### src/pkg/dsp_consts.vh
// Constants for the dual-slope PWM compare unit: offsets, fields, resets.
`ifndef DSP_CONSTS_VH
`define DSP_CONSTS_VH

// Register byte offsets on the AXI4-Lite slave.
`define DSP_OFF_CTRL 8'h00
`define DSP_OFF_COUNT 8'h04
`define DSP_OFF_CMP_A 8'h08
`define DSP_OFF_CMP_B 8'h0c
`define DSP_OFF_FLAGS 8'h10
`define DSP_OFF_FORCE 8'h14
`define DSP_OFF_STATUS 8'h18

// Control register field positions.
`define DSP_CTRL_MODE_LO 0
`define DSP_CTRL_ACT_A_LO 4
`define DSP_CTRL_ACT_B_LO 6
`define DSP_CTRL_PRE_LO 8
`define DSP_CTRL_PORT_A 12
`define DSP_CTRL_PORT_B 13
`define DSP_CTRL_DIR_A 14
`define DSP_CTRL_DIR_B 15
`define DSP_CTRL_IEN_A 16
`define DSP_CTRL_IEN_B 17
`define DSP_CTRL_IEN_WRAP 18
`define DSP_CTRL_MASK 32'h0007_f7f7

// Flag register bit positions; A and B are also the force strobe positions.
`define DSP_FLAG_A 0
`define DSP_FLAG_B 1
`define DSP_FLAG_WRAP 2

// Reset values.
`define DSP_CTRL_RESET 32'h0000_0000
`define DSP_COUNT_RESET 8'h00
`define DSP_CMP_RESET 8'h00

// Waveform mode codes.
`define DSP_MODE_NORMAL 3'h0
`define DSP_MODE_PC_FF 3'h1
`define DSP_MODE_CTC 3'h2
`define DSP_MODE_FAST_FF 3'h3
`define DSP_MODE_PC_A 3'h5
`define DSP_MODE_FAST_A 3'h7

// Fixed counter limits.
`define DSP_MAX 8'hff
`define DSP_BOTTOM 8'h00

// Prescaler masks: a tick when the masked prescale count is all ones.
`define DSP_PRE_DIV1 10'h000
`define DSP_PRE_DIV8 10'h007
`define DSP_PRE_DIV32 10'h01f
`define DSP_PRE_DIV64 10'h03f
`define DSP_PRE_DIV128 10'h07f
`define DSP_PRE_DIV256 10'h0ff
`define DSP_PRE_DIV1024 10'h3ff

// Bus response codes.
`define DSP_RESP_OKAY 2'h0
`define DSP_RESP_SLVERR 2'h2

`endif

### src/verilog/dsp_pwm_unit.v
// Timer with two compare channels, dual-slope PWM and an AXI4-Lite slave.
//
// How it works
// - Modes 1 and 5 run phase correct, top FF/A.
// - Count up to top, down to bottom, repeat.
// - Counter reverses at top and bottom, holding neither.
// - Non-inverting clears on up match, sets down.
// - Action two non-inverted, three inverted PWM.
// - Wrap flag set at bottom in phase correct, at top in fast, else at FF.
// - Phase correct non-inverting: compare bottom stays low, max stays high.
// - Missed up match still gives its transition.
// - Period 510 ticks at top FF; prescale 1 to 1024.
// - Equality sets channel flag next timer cycle.
// - Enabled flag requests interrupt; ack/write-one clears.
// - PWM modes buffer compares, update at top.
// - Software reaches buffer or active compare register.
// - Force strobe acts like match outside PWM modes, no flag.
// - Counter write blocks matches for next tick.
// - Output action select changes act immediately.
// - Compare output keeps value across mode changes.
// - Nonzero action select overrides port output value.
// - Compare at top: ignore match, act at top.
`include "dsp_consts.vh"

module dsp_pwm_unit (
  input wire ref_clk,
  input wire rst_n,
  input wire [7:0] s_axi_awaddr,
  input wire s_axi_awvalid,
  output wire s_axi_awready,
  input wire [31:0] s_axi_wdata,
  input wire [3:0] s_axi_wstrb,
  input wire s_axi_wvalid,
  output wire s_axi_wready,
  output reg [1:0] s_axi_bresp,
  output reg s_axi_bvalid,
  input wire s_axi_bready,
  input wire [7:0] s_axi_araddr,
  input wire s_axi_arvalid,
  output wire s_axi_arready,
  output reg [31:0] s_axi_rdata,
  output reg [1:0] s_axi_rresp,
  output reg s_axi_rvalid,
  input wire s_axi_rready,
  input wire irq_ack_a,
  input wire irq_ack_b,
  input wire irq_ack_wrap,
  output wire irq_req_a,
  output wire irq_req_b,
  output wire irq_req_wrap,
  output reg pin_out_a,
  output reg pin_oe_a,
  output reg pin_out_b,
  output reg pin_oe_b
);

  // Merges write data into an old word under the byte strobes.
  function [31:0] dsp_merge;
    input [31:0] old;
    input [31:0] nw;
    input [3:0] st;
    integer i;
    begin
      dsp_merge = old;
      for (i = 0; i < 4; i = i + 1) begin
        if (st[i]) begin
          dsp_merge[i*8 +: 8] = nw[i*8 +: 8];
        end
      end
    end
  endfunction

  reg [7:0] aw_addr;
  reg aw_full;
  reg [31:0] w_data;
  reg [3:0] w_strb;
  reg w_full;
  reg [31:0] ctrl;
  reg [7:0] count_value;
  reg count_down;
  reg block_match;
  reg [9:0] pre_cnt;
  reg wrap_flag;
  reg [31:0] rd_word;
  reg rd_hit;
  wire do_wr;
  wire [31:0] wr_word;
  wire wr_ok;
  wire [2:0] waveform_mode_sel;
  wire [2:0] pre_sel;
  wire phase_mode;
  wire fast_mode;
  wire pwm_mode;
  wire top_from_a;
  wire [7:0] top;
  wire tick;
  wire count_wr;
  wire match_ok;
  wire at_top;
  wire at_bottom;
  wire wrap_event;
  wire cmp_update;
  wire flags_wr;
  wire force_wr;
  reg [9:0] pre_mask;
  wire [15:0] cmp_act_all;
  wire [15:0] cmp_buf_all;
  wire [1:0] oc_all;
  wire [1:0] flag_all;

  assign waveform_mode_sel = ctrl[`DSP_CTRL_MODE_LO +: 3];
  assign pre_sel = ctrl[`DSP_CTRL_PRE_LO +: 3];

  // Mode decode; only 1 and 5 are dual-slope.
  assign phase_mode = (waveform_mode_sel == `DSP_MODE_PC_FF) ||
                      (waveform_mode_sel == `DSP_MODE_PC_A);
  assign fast_mode = (waveform_mode_sel == `DSP_MODE_FAST_FF) ||
                     (waveform_mode_sel == `DSP_MODE_FAST_A);
  assign pwm_mode = phase_mode | fast_mode;
  assign top_from_a = (waveform_mode_sel == `DSP_MODE_PC_A) ||
                      (waveform_mode_sel == `DSP_MODE_CTC) ||
                      (waveform_mode_sel == `DSP_MODE_FAST_A);
  assign top = top_from_a ? cmp_act_all[7:0] : `DSP_MAX;

  // Write channel: address and data are taken in either order.
  assign s_axi_awready = ~aw_full;
  assign s_axi_wready = ~w_full;
  assign do_wr = aw_full & w_full & ~s_axi_bvalid;
  assign wr_word = w_data;
  assign wr_ok = (aw_addr == `DSP_OFF_CTRL) ||
                 (aw_addr == `DSP_OFF_COUNT) ||
                 (aw_addr == `DSP_OFF_CMP_A) ||
                 (aw_addr == `DSP_OFF_CMP_B) ||
                 (aw_addr == `DSP_OFF_FLAGS) ||
                 (aw_addr == `DSP_OFF_FORCE) ||
                 (aw_addr == `DSP_OFF_STATUS);
  assign count_wr = do_wr & (aw_addr == `DSP_OFF_COUNT) & w_strb[0];
  assign flags_wr = do_wr & (aw_addr == `DSP_OFF_FLAGS) & w_strb[0];
  assign force_wr = do_wr & (aw_addr == `DSP_OFF_FORCE) & w_strb[0];

  // Holds write address and data until both are present.
  always @(posedge ref_clk or negedge rst_n) begin
    if (!rst_n) begin
      aw_full <= 1'b0;
      aw_addr <= 8'h00;
      w_full <= 1'b0;
      w_data <= 32'h0000_0000;
      w_strb <= 4'h0;
      s_axi_bvalid <= 1'b0;
      s_axi_bresp <= `DSP_RESP_OKAY;
    end else begin
      if (s_axi_awvalid && !aw_full) begin
        aw_full <= 1'b1;
        aw_addr <= {s_axi_awaddr[7:2], 2'b00};
      end
      if (s_axi_wvalid && !w_full) begin
        w_full <= 1'b1;
        w_data <= s_axi_wdata;
        w_strb <= s_axi_wstrb;
      end
      if (do_wr) begin
        aw_full <= 1'b0;
        w_full <= 1'b0;
        s_axi_bvalid <= 1'b1;
        s_axi_bresp <= wr_ok ? `DSP_RESP_OKAY : `DSP_RESP_SLVERR;
      end else if (s_axi_bready) begin
        s_axi_bvalid <= 1'b0;
      end
    end
  end

  // Control register; action select bits take effect at once.
  always @(posedge ref_clk or negedge rst_n) begin
    if (!rst_n) begin
      ctrl <= `DSP_CTRL_RESET;
    end else if (do_wr && aw_addr == `DSP_OFF_CTRL) begin
      ctrl <= dsp_merge(ctrl, wr_word, w_strb) & `DSP_CTRL_MASK;
    end
  end

  // Prescaler mask for the selectable division factors.
  always @* begin
    case (pre_sel)
      3'h1: pre_mask = `DSP_PRE_DIV1;
      3'h2: pre_mask = `DSP_PRE_DIV8;
      3'h3: pre_mask = `DSP_PRE_DIV32;
      3'h4: pre_mask = `DSP_PRE_DIV64;
      3'h5: pre_mask = `DSP_PRE_DIV128;
      3'h6: pre_mask = `DSP_PRE_DIV256;
      3'h7: pre_mask = `DSP_PRE_DIV1024;
      default: pre_mask = `DSP_PRE_DIV1;
    endcase
  end

  // Free-running prescale count; a selection of zero stops the timer.
  always @(posedge ref_clk or negedge rst_n) begin
    if (!rst_n) begin
      pre_cnt <= 10'h000;
    end else if (pre_sel == 3'h0) begin
      pre_cnt <= 10'h000;
    end else begin
      pre_cnt <= pre_cnt + 10'h001;
    end
  end

  assign tick = (pre_sel != 3'h0) &&
                ((pre_cnt & pre_mask) == pre_mask);

  // Counter events seen on a tick.
  assign at_top = tick & (count_value == top);
  assign at_bottom = tick & phase_mode & count_down &
                     (count_value == `DSP_BOTTOM);
  assign wrap_event = phase_mode ? at_bottom :
                      (fast_mode ? at_top :
                       (tick & (count_value == `DSP_MAX)));
  assign cmp_update = at_top & (fast_mode | (phase_mode & ~count_down));
  assign match_ok = tick & ~block_match;

  // Counter: dual-slope in phase correct modes, single slope otherwise.
  always @(posedge ref_clk or negedge rst_n) begin
    if (!rst_n) begin
      count_value <= `DSP_COUNT_RESET;
      count_down <= 1'b0;
    end else if (count_wr) begin
      count_value <= wr_word[7:0];
    end else if (tick) begin
      if (phase_mode) begin
        if (!count_down) begin
          if (count_value == top) begin
            count_down <= 1'b1;
            count_value <= count_value - 8'h01;
          end else begin
            count_value <= count_value + 8'h01;
          end
        end else if (count_value == `DSP_BOTTOM) begin
          count_down <= 1'b0;
          count_value <= count_value + 8'h01;
        end else begin
          count_value <= count_value - 8'h01;
        end
      end else begin
        count_down <= 1'b0;
        if (waveform_mode_sel != `DSP_MODE_NORMAL && count_value == top &&
            (top_from_a || fast_mode)) begin
          count_value <= `DSP_BOTTOM;
        end else begin
          count_value <= count_value + 8'h01;
        end
      end
    end
  end

  // Match blocking after a software counter write, held while stopped.
  always @(posedge ref_clk or negedge rst_n) begin
    if (!rst_n) begin
      block_match <= 1'b0;
    end else if (count_wr) begin
      block_match <= 1'b1;
    end else if (tick) begin
      block_match <= 1'b0;
    end
  end

  // Wrap flag; a set in the clearing cycle wins.
  always @(posedge ref_clk or negedge rst_n) begin
    if (!rst_n) begin
      wrap_flag <= 1'b0;
    end else begin
      wrap_flag <= (wrap_flag & ~irq_ack_wrap &
                    ~(flags_wr & wr_word[`DSP_FLAG_WRAP])) |
                   wrap_event;
    end
  end

  // Per-channel compare registers, flag and waveform output.
  genvar ch;
  generate
    for (ch = 0; ch < 2; ch = ch + 1) begin : g_ch
      reg [7:0] cmp_act;
      reg [7:0] cmp_buf;
      reg match_flag;
      reg compare_output;
      reg up_seen;
      wire [1:0] output_action_sel;
      wire cmp_wr;
      wire match;
      wire clr;
      wire at_cmp_top;
      wire toggle_ok;
      assign output_action_sel = ctrl[`DSP_CTRL_ACT_A_LO + 2*ch +: 2];
      assign cmp_wr = do_wr & w_strb[0] & (aw_addr ==
                      (ch == 0 ? `DSP_OFF_CMP_A : `DSP_OFF_CMP_B));
      assign match = match_ok & (count_value == cmp_act);
      assign clr = (ch == 0 ? irq_ack_a : irq_ack_b) |
                   (flags_wr & wr_word[ch]);
      assign at_cmp_top = (cmp_act == top);
      assign toggle_ok = (ch == 0) & waveform_mode_sel[2];

      // Compare value: buffered in PWM modes, direct otherwise.
      always @(posedge ref_clk or negedge rst_n) begin
        if (!rst_n) begin
          cmp_act <= `DSP_CMP_RESET;
          cmp_buf <= `DSP_CMP_RESET;
        end else begin
          if (cmp_update) begin
            cmp_act <= cmp_buf;
          end
          if (cmp_wr) begin
            cmp_buf <= wr_word[7:0];
            if (!pwm_mode) begin
              cmp_act <= wr_word[7:0];
            end
          end
        end
      end

      // Match flag; a set in the clearing cycle wins.
      always @(posedge ref_clk or negedge rst_n) begin
        if (!rst_n) begin
          match_flag <= 1'b0;
        end else begin
          match_flag <= (match_flag & ~clr) | match;
        end
      end

      // Waveform generator; mode changes leave the output untouched.
      always @(posedge ref_clk or negedge rst_n) begin
        if (!rst_n) begin
          compare_output <= 1'b0;
          up_seen <= 1'b0;
        end else if (!pwm_mode) begin
          if (match || (force_wr && wr_word[ch])) begin
            case (output_action_sel)
              2'h1: compare_output <= ~compare_output;
              2'h2: compare_output <= 1'b0;
              2'h3: compare_output <= 1'b1;
              default: compare_output <= compare_output;
            endcase
          end
        end else if (fast_mode) begin
          if (output_action_sel[1]) begin
            if (at_top) begin
              compare_output <= ~output_action_sel[0];
            end else if (match && !at_cmp_top) begin
              compare_output <= output_action_sel[0];
            end
          end else if (output_action_sel[0] && toggle_ok && match) begin
            compare_output <= ~compare_output;
          end
        end else if (output_action_sel[1]) begin
          if (match && !at_cmp_top) begin
            if (!count_down || count_value == `DSP_BOTTOM) begin
              compare_output <= output_action_sel[0];
              up_seen <= 1'b1;
            end else begin
              compare_output <= ~output_action_sel[0];
            end
          end else if (at_top && !count_down && at_cmp_top) begin
            compare_output <= ~output_action_sel[0];
          end else if (tick && !count_down && !up_seen &&
                       count_value > cmp_act) begin
            compare_output <= output_action_sel[0];
            up_seen <= 1'b1;
          end else if (at_bottom) begin
            up_seen <= 1'b0;
          end
        end else if (output_action_sel[0] && toggle_ok && match) begin
          compare_output <= ~compare_output;
        end
      end

      assign cmp_act_all[ch*8 +: 8] = cmp_act;
      assign cmp_buf_all[ch*8 +: 8] = cmp_buf;
      assign oc_all[ch] = compare_output;
      assign flag_all[ch] = match_flag;
    end
  endgenerate

  // Interrupt requests from enabled flags.
  assign irq_req_a = flag_all[0] & ctrl[`DSP_CTRL_IEN_A];
  assign irq_req_b = flag_all[1] & ctrl[`DSP_CTRL_IEN_B];
  assign irq_req_wrap = wrap_flag & ctrl[`DSP_CTRL_IEN_WRAP];

  // Pin drive: compare output replaces the port value, direction stays.
  always @(posedge ref_clk or negedge rst_n) begin
    if (!rst_n) begin
      pin_out_a <= 1'b0;
      pin_oe_a <= 1'b0;
      pin_out_b <= 1'b0;
      pin_oe_b <= 1'b0;
    end else begin
      pin_out_a <= (ctrl[`DSP_CTRL_ACT_A_LO +: 2] != 2'h0) ? oc_all[0] :
                   ctrl[`DSP_CTRL_PORT_A];
      pin_oe_a <= ctrl[`DSP_CTRL_DIR_A];
      pin_out_b <= (ctrl[`DSP_CTRL_ACT_B_LO +: 2] != 2'h0) ? oc_all[1] :
                   ctrl[`DSP_CTRL_PORT_B];
      pin_oe_b <= ctrl[`DSP_CTRL_DIR_B];
    end
  end

  // Read decode; compare reads see the buffer while it is in use.
  always @* begin
    rd_hit = 1'b1;
    rd_word = 32'h0000_0000;
    case ({s_axi_araddr[7:2], 2'b00})
      `DSP_OFF_CTRL: rd_word = ctrl;
      `DSP_OFF_COUNT: rd_word = {24'h000000, count_value};
      `DSP_OFF_CMP_A: rd_word = {24'h000000,
        pwm_mode ? cmp_buf_all[7:0] : cmp_act_all[7:0]};
      `DSP_OFF_CMP_B: rd_word = {24'h000000,
        pwm_mode ? cmp_buf_all[15:8] : cmp_act_all[15:8]};
      `DSP_OFF_FLAGS: rd_word = {29'h00000000, wrap_flag, flag_all};
      `DSP_OFF_FORCE: rd_word = 32'h0000_0000;
      `DSP_OFF_STATUS: rd_word = {29'h00000000, oc_all, count_down};
      default: rd_hit = 1'b0;
    endcase
  end

  assign s_axi_arready = ~s_axi_rvalid;

  // Read channel: one read at a time, answered the cycle after.
  always @(posedge ref_clk or negedge rst_n) begin
    if (!rst_n) begin
      s_axi_rvalid <= 1'b0;
      s_axi_rdata <= 32'h0000_0000;
      s_axi_rresp <= `DSP_RESP_OKAY;
    end else if (s_axi_arvalid && !s_axi_rvalid) begin
      s_axi_rvalid <= 1'b1;
      s_axi_rdata <= rd_word;
      s_axi_rresp <= rd_hit ? `DSP_RESP_OKAY : `DSP_RESP_SLVERR;
    end else if (s_axi_rready) begin
      s_axi_rvalid <= 1'b0;
    end
  end

endmodule

### config.mk
export PLATFORM = sky130hd
export DESIGN_NAME = dsp_pwm_unit
export DESIGN_NICKNAME = d
export VERILOG_FILES = /design/src/verilog/dsp_pwm_unit.v
export VERILOG_INCLUDE_DIRS = /design/src /design/src/pkg
export SDC_FILE = /design/constraint.sdc
export NUM_CORES = 1
export LEC_CHECK = 0
export ABC_CLOCK_PERIOD_IN_PS = 3500
export BUFFER_PORTS_ARGS = -buffer_cell sky130_fd_sc_hd__buf_2
export CORE_MARGIN = 1.5
export CORE_UTILIZATION = 58
export CTS_CLUSTER_DIAMETER = 200
export DETAILED_ROUTE_END_ITERATION = 7
export PLACE_DENSITY = 0.83
export SYNTH_ARGS = -nofsm -noshare
export SYNTH_HDL_FRONTEND = slang
export SYNTH_SLANG_ARGS = --single-unit
### constraint.sdc
create_clock -name ref_clk -period 3.5 [get_ports ref_clk]
set_input_delay 0.175 -clock ref_clk [delete_from_list [all_inputs] [get_ports ref_clk]]
set_output_delay 0.175 -clock ref_clk [all_outputs]
set_load 0.005 [all_outputs]
== Yosys cells after proc, flatten, opt, wreduce, memory -nomap -nowiden ==
Cells that the tools add are included.
Storage, ports and cells
  flip-flop bits (word level): 148
  logic and storage cells: 281
  bits of input ports: 62
  output and inout bits: 48
Operators by class
  $lt $le $gt $ge: 2
  multiplexer cells: 73
  eq/ne operators: 45
  bitwise operators: 55
  reduce and logical (&&, ||, !) cells: 71
  $add $sub $neg: 3
Operators with widths (count)
  two-way mux 8 bit: 16
  one-hot mux 19 bit (6 select lines): 1
  one-hot mux 10 bit (6 select lines): 1
  two-way mux 1 bit: 50
  == test 8 bit: 5
  == test 6 x 3 -> 1 bit, second input constant: 6
  bitwise AND 1 bit: 31
  == test 6 x 2 -> 1 bit, second input constant: 4
  logical AND 1 bit: 21
  == test 3 bit, second input constant: 6
  nonzero test 2 bit: 9
  > comparator 8 bit: 2
  zero test 8 bit: 2
  NOT 1 bit: 16
  logical OR 1 bit: 14
  == test 3 x 2 -> 1 bit, second input constant: 4
  == test 6 x 1 -> 1 bit, second input constant: 2
  AND reduction 6 bit: 2
  nonzero test 3 bit: 4
  adder 10 x 1 -> 10 bit, second input constant: 1
  bitwise AND 10 bit: 1
  == test 10 bit: 1
  two-way mux 10 bit: 1
  adder 8 x 1 -> 8 bit, second input constant: 1
  22 further kinds: 48

== Depth between registers and ports, before layout ==
  depth after elaboration: 14
  gate-level depth with buffers: 11
  gate-level depth less buffers: 10

== Worst setup path after synthesis ==
No wires, ideal clock.
  path kind: register to register
  start point: reg ctrl[0]
  end point: reg g_ch[0].cmp_act[5]
  cell stages (with the launch flop): 10
  period minus slack after synthesis: 2793 ps
  library setup time: 132 ps
  slack: 707 ps
  arrival: 2661 ps
  required time: 3368 ps
  path buffers: 2
  cell sequence: dfrtp_1 > or3b_1 > clkbuf_2 > a2111oi_0 > a311o_2 > nand4_4 > a2111oi_4 > buf_8 > mux2i_1 > o21ai_1
Between the ends
  longest elaborated chain between the ends: 10
  elaborated cells between the ends (all ways): 19
  classes of those cells: eq/ne (6); mux (4); bitwise (5); reduce/logical (4)
Ends and longest elaborated chain
  from (decl): line dsp_pwm_unit.v:78  | reg [31:0] ctrl;
  from (signal assigned): line dsp_pwm_unit.v:175  | ctrl <= `DSP_CTRL_RESET;
  from (signal assigned): line dsp_pwm_unit.v:177  | ctrl <= dsp_merge(ctrl, wr_word, w_strb) & `DSP_CTRL_MASK;
  == test 3 bit (no source line) / == test 3 x 2 -> 1 bit (equally long branches)
  logical OR 1 bit (2 in a row): line dsp_pwm_unit.v:120  | assign top_from_a = (waveform_mode_sel == `DSP_MODE_PC_A) ||
  two-way mux 8 bit (no source line)
  == test 8 bit: line dsp_pwm_unit.v:210  | assign at_top = tick & (count_value == top);
  bitwise AND 1 bit: line dsp_pwm_unit.v:210
  bitwise AND 1 bit: line dsp_pwm_unit.v:216  | assign cmp_update = at_top & (fast_mode | (phase_mode & ~count_down));
  two-way mux 8 bit: line dsp_pwm_unit.v:305  | if (cmp_update) begin
  two-way mux 8 bit: line dsp_pwm_unit.v:310  | if (!pwm_mode) begin
  two-way mux 8 bit *: line dsp_pwm_unit.v:308  | if (cmp_wr) begin
  to (signal assigned): line dsp_pwm_unit.v:302  | cmp_act <= `DSP_CMP_RESET;
  to (signal assigned): line dsp_pwm_unit.v:306  | cmp_act <= cmp_buf;
  to (signal assigned): line dsp_pwm_unit.v:311  | cmp_act <= wr_word[7:0];
  to (decl): line dsp_pwm_unit.v:279  | reg [7:0] cmp_act;
Every way passes the cells marked *; elsewhere a longest branch is shown, timed or not.
A chain may end at the register's enable or synchronous reset.

== Worst setup path after layout ==
  start point: reg ctrl[1]
  end point: reg count_value[2]
Between the ends
  longest elaborated chain between the ends: 11
  elaborated cells between the ends (all ways): 21
  classes of those cells: eq/ne (6); mux (7); reduce/logical (8)
Ends and longest elaborated chain
  == test 3 bit (no source line) / == test 3 x 2 -> 1 bit (equally long branches)
  logical OR 1 bit (2 in a row): line dsp_pwm_unit.v:120
  two-way mux 8 bit (no source line)
  == test 8 bit: line dsp_pwm_unit.v:229, dsp_pwm_unit.v:243
  logical AND 1 bit (2 in a row): line dsp_pwm_unit.v:243  | if (waveform_mode_sel != `DSP_MODE_NORMAL && count_value == top &&
  two-way mux 8 bit: line dsp_pwm_unit.v:243
  two-way mux 8 bit *: line dsp_pwm_unit.v:227  | if (phase_mode) begin
  two-way mux 8 bit *: line dsp_pwm_unit.v:226  | end else if (tick) begin
  two-way mux 8 bit *: line dsp_pwm_unit.v:224  | end else if (count_wr) begin
  to (signal assigned): line dsp_pwm_unit.v:225  | count_value <= wr_word[7:0];
  to (signal assigned): line dsp_pwm_unit.v:231  | count_value <= count_value - 8'h01;
  to (signal assigned): line dsp_pwm_unit.v:245  | count_value <= `DSP_BOTTOM;
  to (decl): line dsp_pwm_unit.v:79  | reg [7:0] count_value;
Every way passes the cells marked *; elsewhere a longest branch is shown, timed or not. The select of a mux whose other input is x is not followed.

==> summary.md <==
| Metric | Value |
|---|---|
| Reg-to-Reg End | `count_value[2]$_DFFE_PN0P_` |
| Final hold violations | `0` |
| CTS tree | `built` |
| I/O Buffers | `74` |
| Peak VDD IR | `0.000560 V` |
| CTS Buf Count | `17` |
| Die ar. | `0.0138 mm²` |
| Gpl congestion | `0.955` |
| Startpoint types | `flip-flop` |
| Synth top area cells | `dfrtp_1 43%, mux2_2 8.7%, mux2i_1 4.5%` |
| Global Route met1 Usage | `0.402` |
| Asr flop ratio synth | `1.00` |
| Die height | `117 µm` |
| GRT met2 Usage | `0.556` |
| Critical Path RT | `3.80 ns` |
| Fin. max-slew vios | `0` |
| Clock Sink Count | `131` |
| Worst min path class | `in2reg` |
| CP peak stage delay | `0.55 ns` |
| Most instantiated library cell after synthesis | `dfrtp_1` |
| Reg-to-Reg Start | `ctrl[1]$_DFFE_PN0P_` |
| Yosys cell types | `76` |
| Crit path depth | `8` |
| Final WL | `21.7 mm` |
| Final Setup Violations | `0` |
| Post-synth EDFFs | `0` |
| Syn Std Cell Area | `0.00760 mm²` |
| Unrepaired setup endpoints after global routing | `false` |
| Post-synthesis sequential area ratio | `0.431` |
| Leading area contributor after synthesis | `dfrtp_1` |
| Cell count after synthesis | `756` |
| Setup slack, reg-to-reg | `0.17 ns` |
| Synth cell count leaders | `131 x dfrtp_1, 59 x mux2_2, 57 x nand2_1` |
| Worst skew pair latency | `0.42 ns` |
| Post-route cell area | `0.00903 mm²` |
| Final core occ | `0.710` |
| Final period util | `0.953` |
| CP max-delay cell | `dfrtp_1` |
| Crit Path Class | `reg2reg` |
| Worst Clk Skew | `0.0102 ns` |
| Yosys reg bits | `131` |
| Area delta synth->final | `18.8%` |
| Die X | `117 µm` |
| Slew margin rel. | `0.231` |
| Vias in the first global route | `6525` |
| Top Family by Delay on Critical Path | `compound AO/OA/AOI/OAI gates` |
| Clock root buffer | `clkbuf_16` |
| CP endpoint kind | `flip-flop` |
| Critical Path Sink | `count_value[2]$_DFFE_PN0P_` |
| Largest net degree at the start of global routing | `81` |
| Tot Pwr | `7.46 mW` |
| Drt pass-1 iters | `8` |
| Nets | `935` |
| Clk buf depth | `2` |
| Starting density of the core | `0.597` |
| Setup TNS | `0 ns` |
| # rows | `41` |
| Share of cells above drive strength 1 | `0.234` |
| Core ar. | `0.0127 mm²` |
| Buf/Inv on CP | `0` |
| Critical Path AT | `3.63 ns` |
| Fmax | `0.300 GHz` |
| Busiest layer in global routing | `met2` |
| First-pass GRT wire length | `35.2 mm` |
| Total track usage | `0.325` |
| CTS clk-pin slew, worst paths | `0.06 ns` |
| Worst Max-Slew Pin Slew | `1.15 ns` |
| Crit Path Max Fanout | `10` |
| Crit path time final | `3.33 ns` |
| Initial DRC Count | `688` |
| Htree depth | `4` |
| WL per Instance | `21.0 µm` |
| Leakage | `4.09 nW` |
| Hpwl dp | `14.4 mm` |
| Antenna violations before repair | `0` |
| Via count | `6606` |
| Remaining DRCs | `2` |
| Critical Path Source | `ctrl[1]$_DFFE_PN0P_` |
| Syn_area_per_cell | `10.1 µm²` |
| ANT nets after route | `0` |
| Grt total ovfl | `0` |
| Max-cap violations | `0` |
| Synth Flop Type | `dfrtp_1` |
| Placed cell count | `974` |
| Status | `finished with violations` |
| YS warnings | `0` |
| Via/cell ratio | `6.38` |
| Final Instance Count excl. Fillers | `1036` |
| Dpl cell area | `0.00804 mm²` |
| Failing checks | `design-rule violations` |
| Cell Chain, Critical Path | `or3b_1 > a2111oi_0 > a311o_2 > a41oi_1 > nor2_1 > mux2i_1 > nor3_1 > a211o_1` |
| Diode count | `0` |
| Pwr per Cell Area | `826 mW/mm²` |
| GRT met3 Usage | `0.0620` |
| Reg2Reg Depth | `8` |
| I/O Pins | `110` |
| Share of Yosys cell area claimed by the top area cell type | `0.431` |
power by group:
part | internal, mW | switching, mW | total (mW)
Combinational | 1.22 | 1.43 | 2.66
Sequential | 1.96 | 0.753 | 2.72
Clock | 1.40 | 0.690 | 2.09
repair_timing:
item	CTS	global route
hold buffers	30	0
endpoints found under the hold margin	80	0
setup endpoints to repair	0	1
resized for setup	0	1
buffers inserted	0	0
placed cells by master, fill, tap and decap left out, drive strengths merged, types with 9 or more instances in the layout:
cell type | netlist | layout
clkbuf | 38 | 21
nor2 | 56 | 56
mux2 | 60 | 60
a22o | 11 | 11
a21oi | 31 | 31
dlygate4sd3 | 0 | 30
o31ai | 9 | 9
nand4 | 14 | 14
mux2i | 34 | 34
nor4 | 11 | 11
nor3 | 12 | 12
conb | 1 | 16
dfrtp | 131 | 131
a22oi | 11 | 11
ha | 22 | 22
inv | 46 | 47
buf | 21 | 91
nand2 | 57 | 57
nand3 | 19 | 19
o21ai | 44 | 44
xnor2 | 10 | 10
cell type report:
cell class              instances  area [µm²]
clock inverters                11         221
repair buffers                121         813
fillers                       879        3690
inverters                      47         176
flip-flops and latches        131        3280
well taps                     172         215
multi-input cells             533        3860
clock buffers                  21         470
through the flow:
step	hold slack, ns	worst slack, ns
4_1_cts	0.00508	0.280
6_report	0.00540	0.165
5_1_grt	0.0136	0.0114
3_5_place_dp	0.255	0.331
3_3_place_gp	0.247	0.465
2_1_floorplan	-0.121	0.707
worst min-delay path by stage:
| stage | from | end | slack [ns] | cells after the start |
|---|---|---|---|---|
| final | s_axi_awaddr[3] | aw_addr[3]$_DFFE_PN0P_ | 0.005 | 2 |
| after global routing | s_axi_wstrb[2] | w_strb[2]$_DFFE_PN0P_ | 0.01 | 2 |
| after CTS | s_axi_awaddr[3] | aw_addr[3]$_DFFE_PN0P_ | 0.005 | 2 |
| after detailed placement | rst_n | g_ch[1].cmp_act[6]$_DFF_PN0_ | 0.26 | 1 |
| after global placement | rst_n | g_ch[1].cmp_act[6]$_DFF_PN0_ | 0.25 | 1 |
| after floorplan | rst_n | aw_addr[2]$_DFFE_PN0P_ | -0.12 | 0 |
sequential cells by signal (all words and copies together) (netlist names), 2 cells and up:
register,flops
g_ch.up_seen,2
g_ch.cmp_buf,16
g_ch.match_flag,2
g_ch.compare_output,2
w_strb,3
ctrl,17
count_value,8
g_ch.cmp_act,16
w_data,18
pre_cnt,10
s_axi_rdata,18
aw_addr,6
layer usage:
metal	wire length, µm	up-vias	part of all wire
li1	-	2891	-
met1	8190	3212	0.38
met2	10800	425	0.50
met3	1850	78	0.085
met4	833	0	0.038
met5	0	-	0
cells by family (layout without fill, tap and decap cells):
logic type,count (synthesis),count (layout),share of synthesized area
simple gates,220,220,0.150
compound gates,157,157,0.139
flops,131,131,0.431
buf+inv,107,200,0.0695
mux,101,101,0.154
fa+ha+maj,22,22,0.0362
xor+xnor,17,17,0.0196
other cells,1,16,0.000493
No activity file was read; power rests on OpenSTA's default activity.
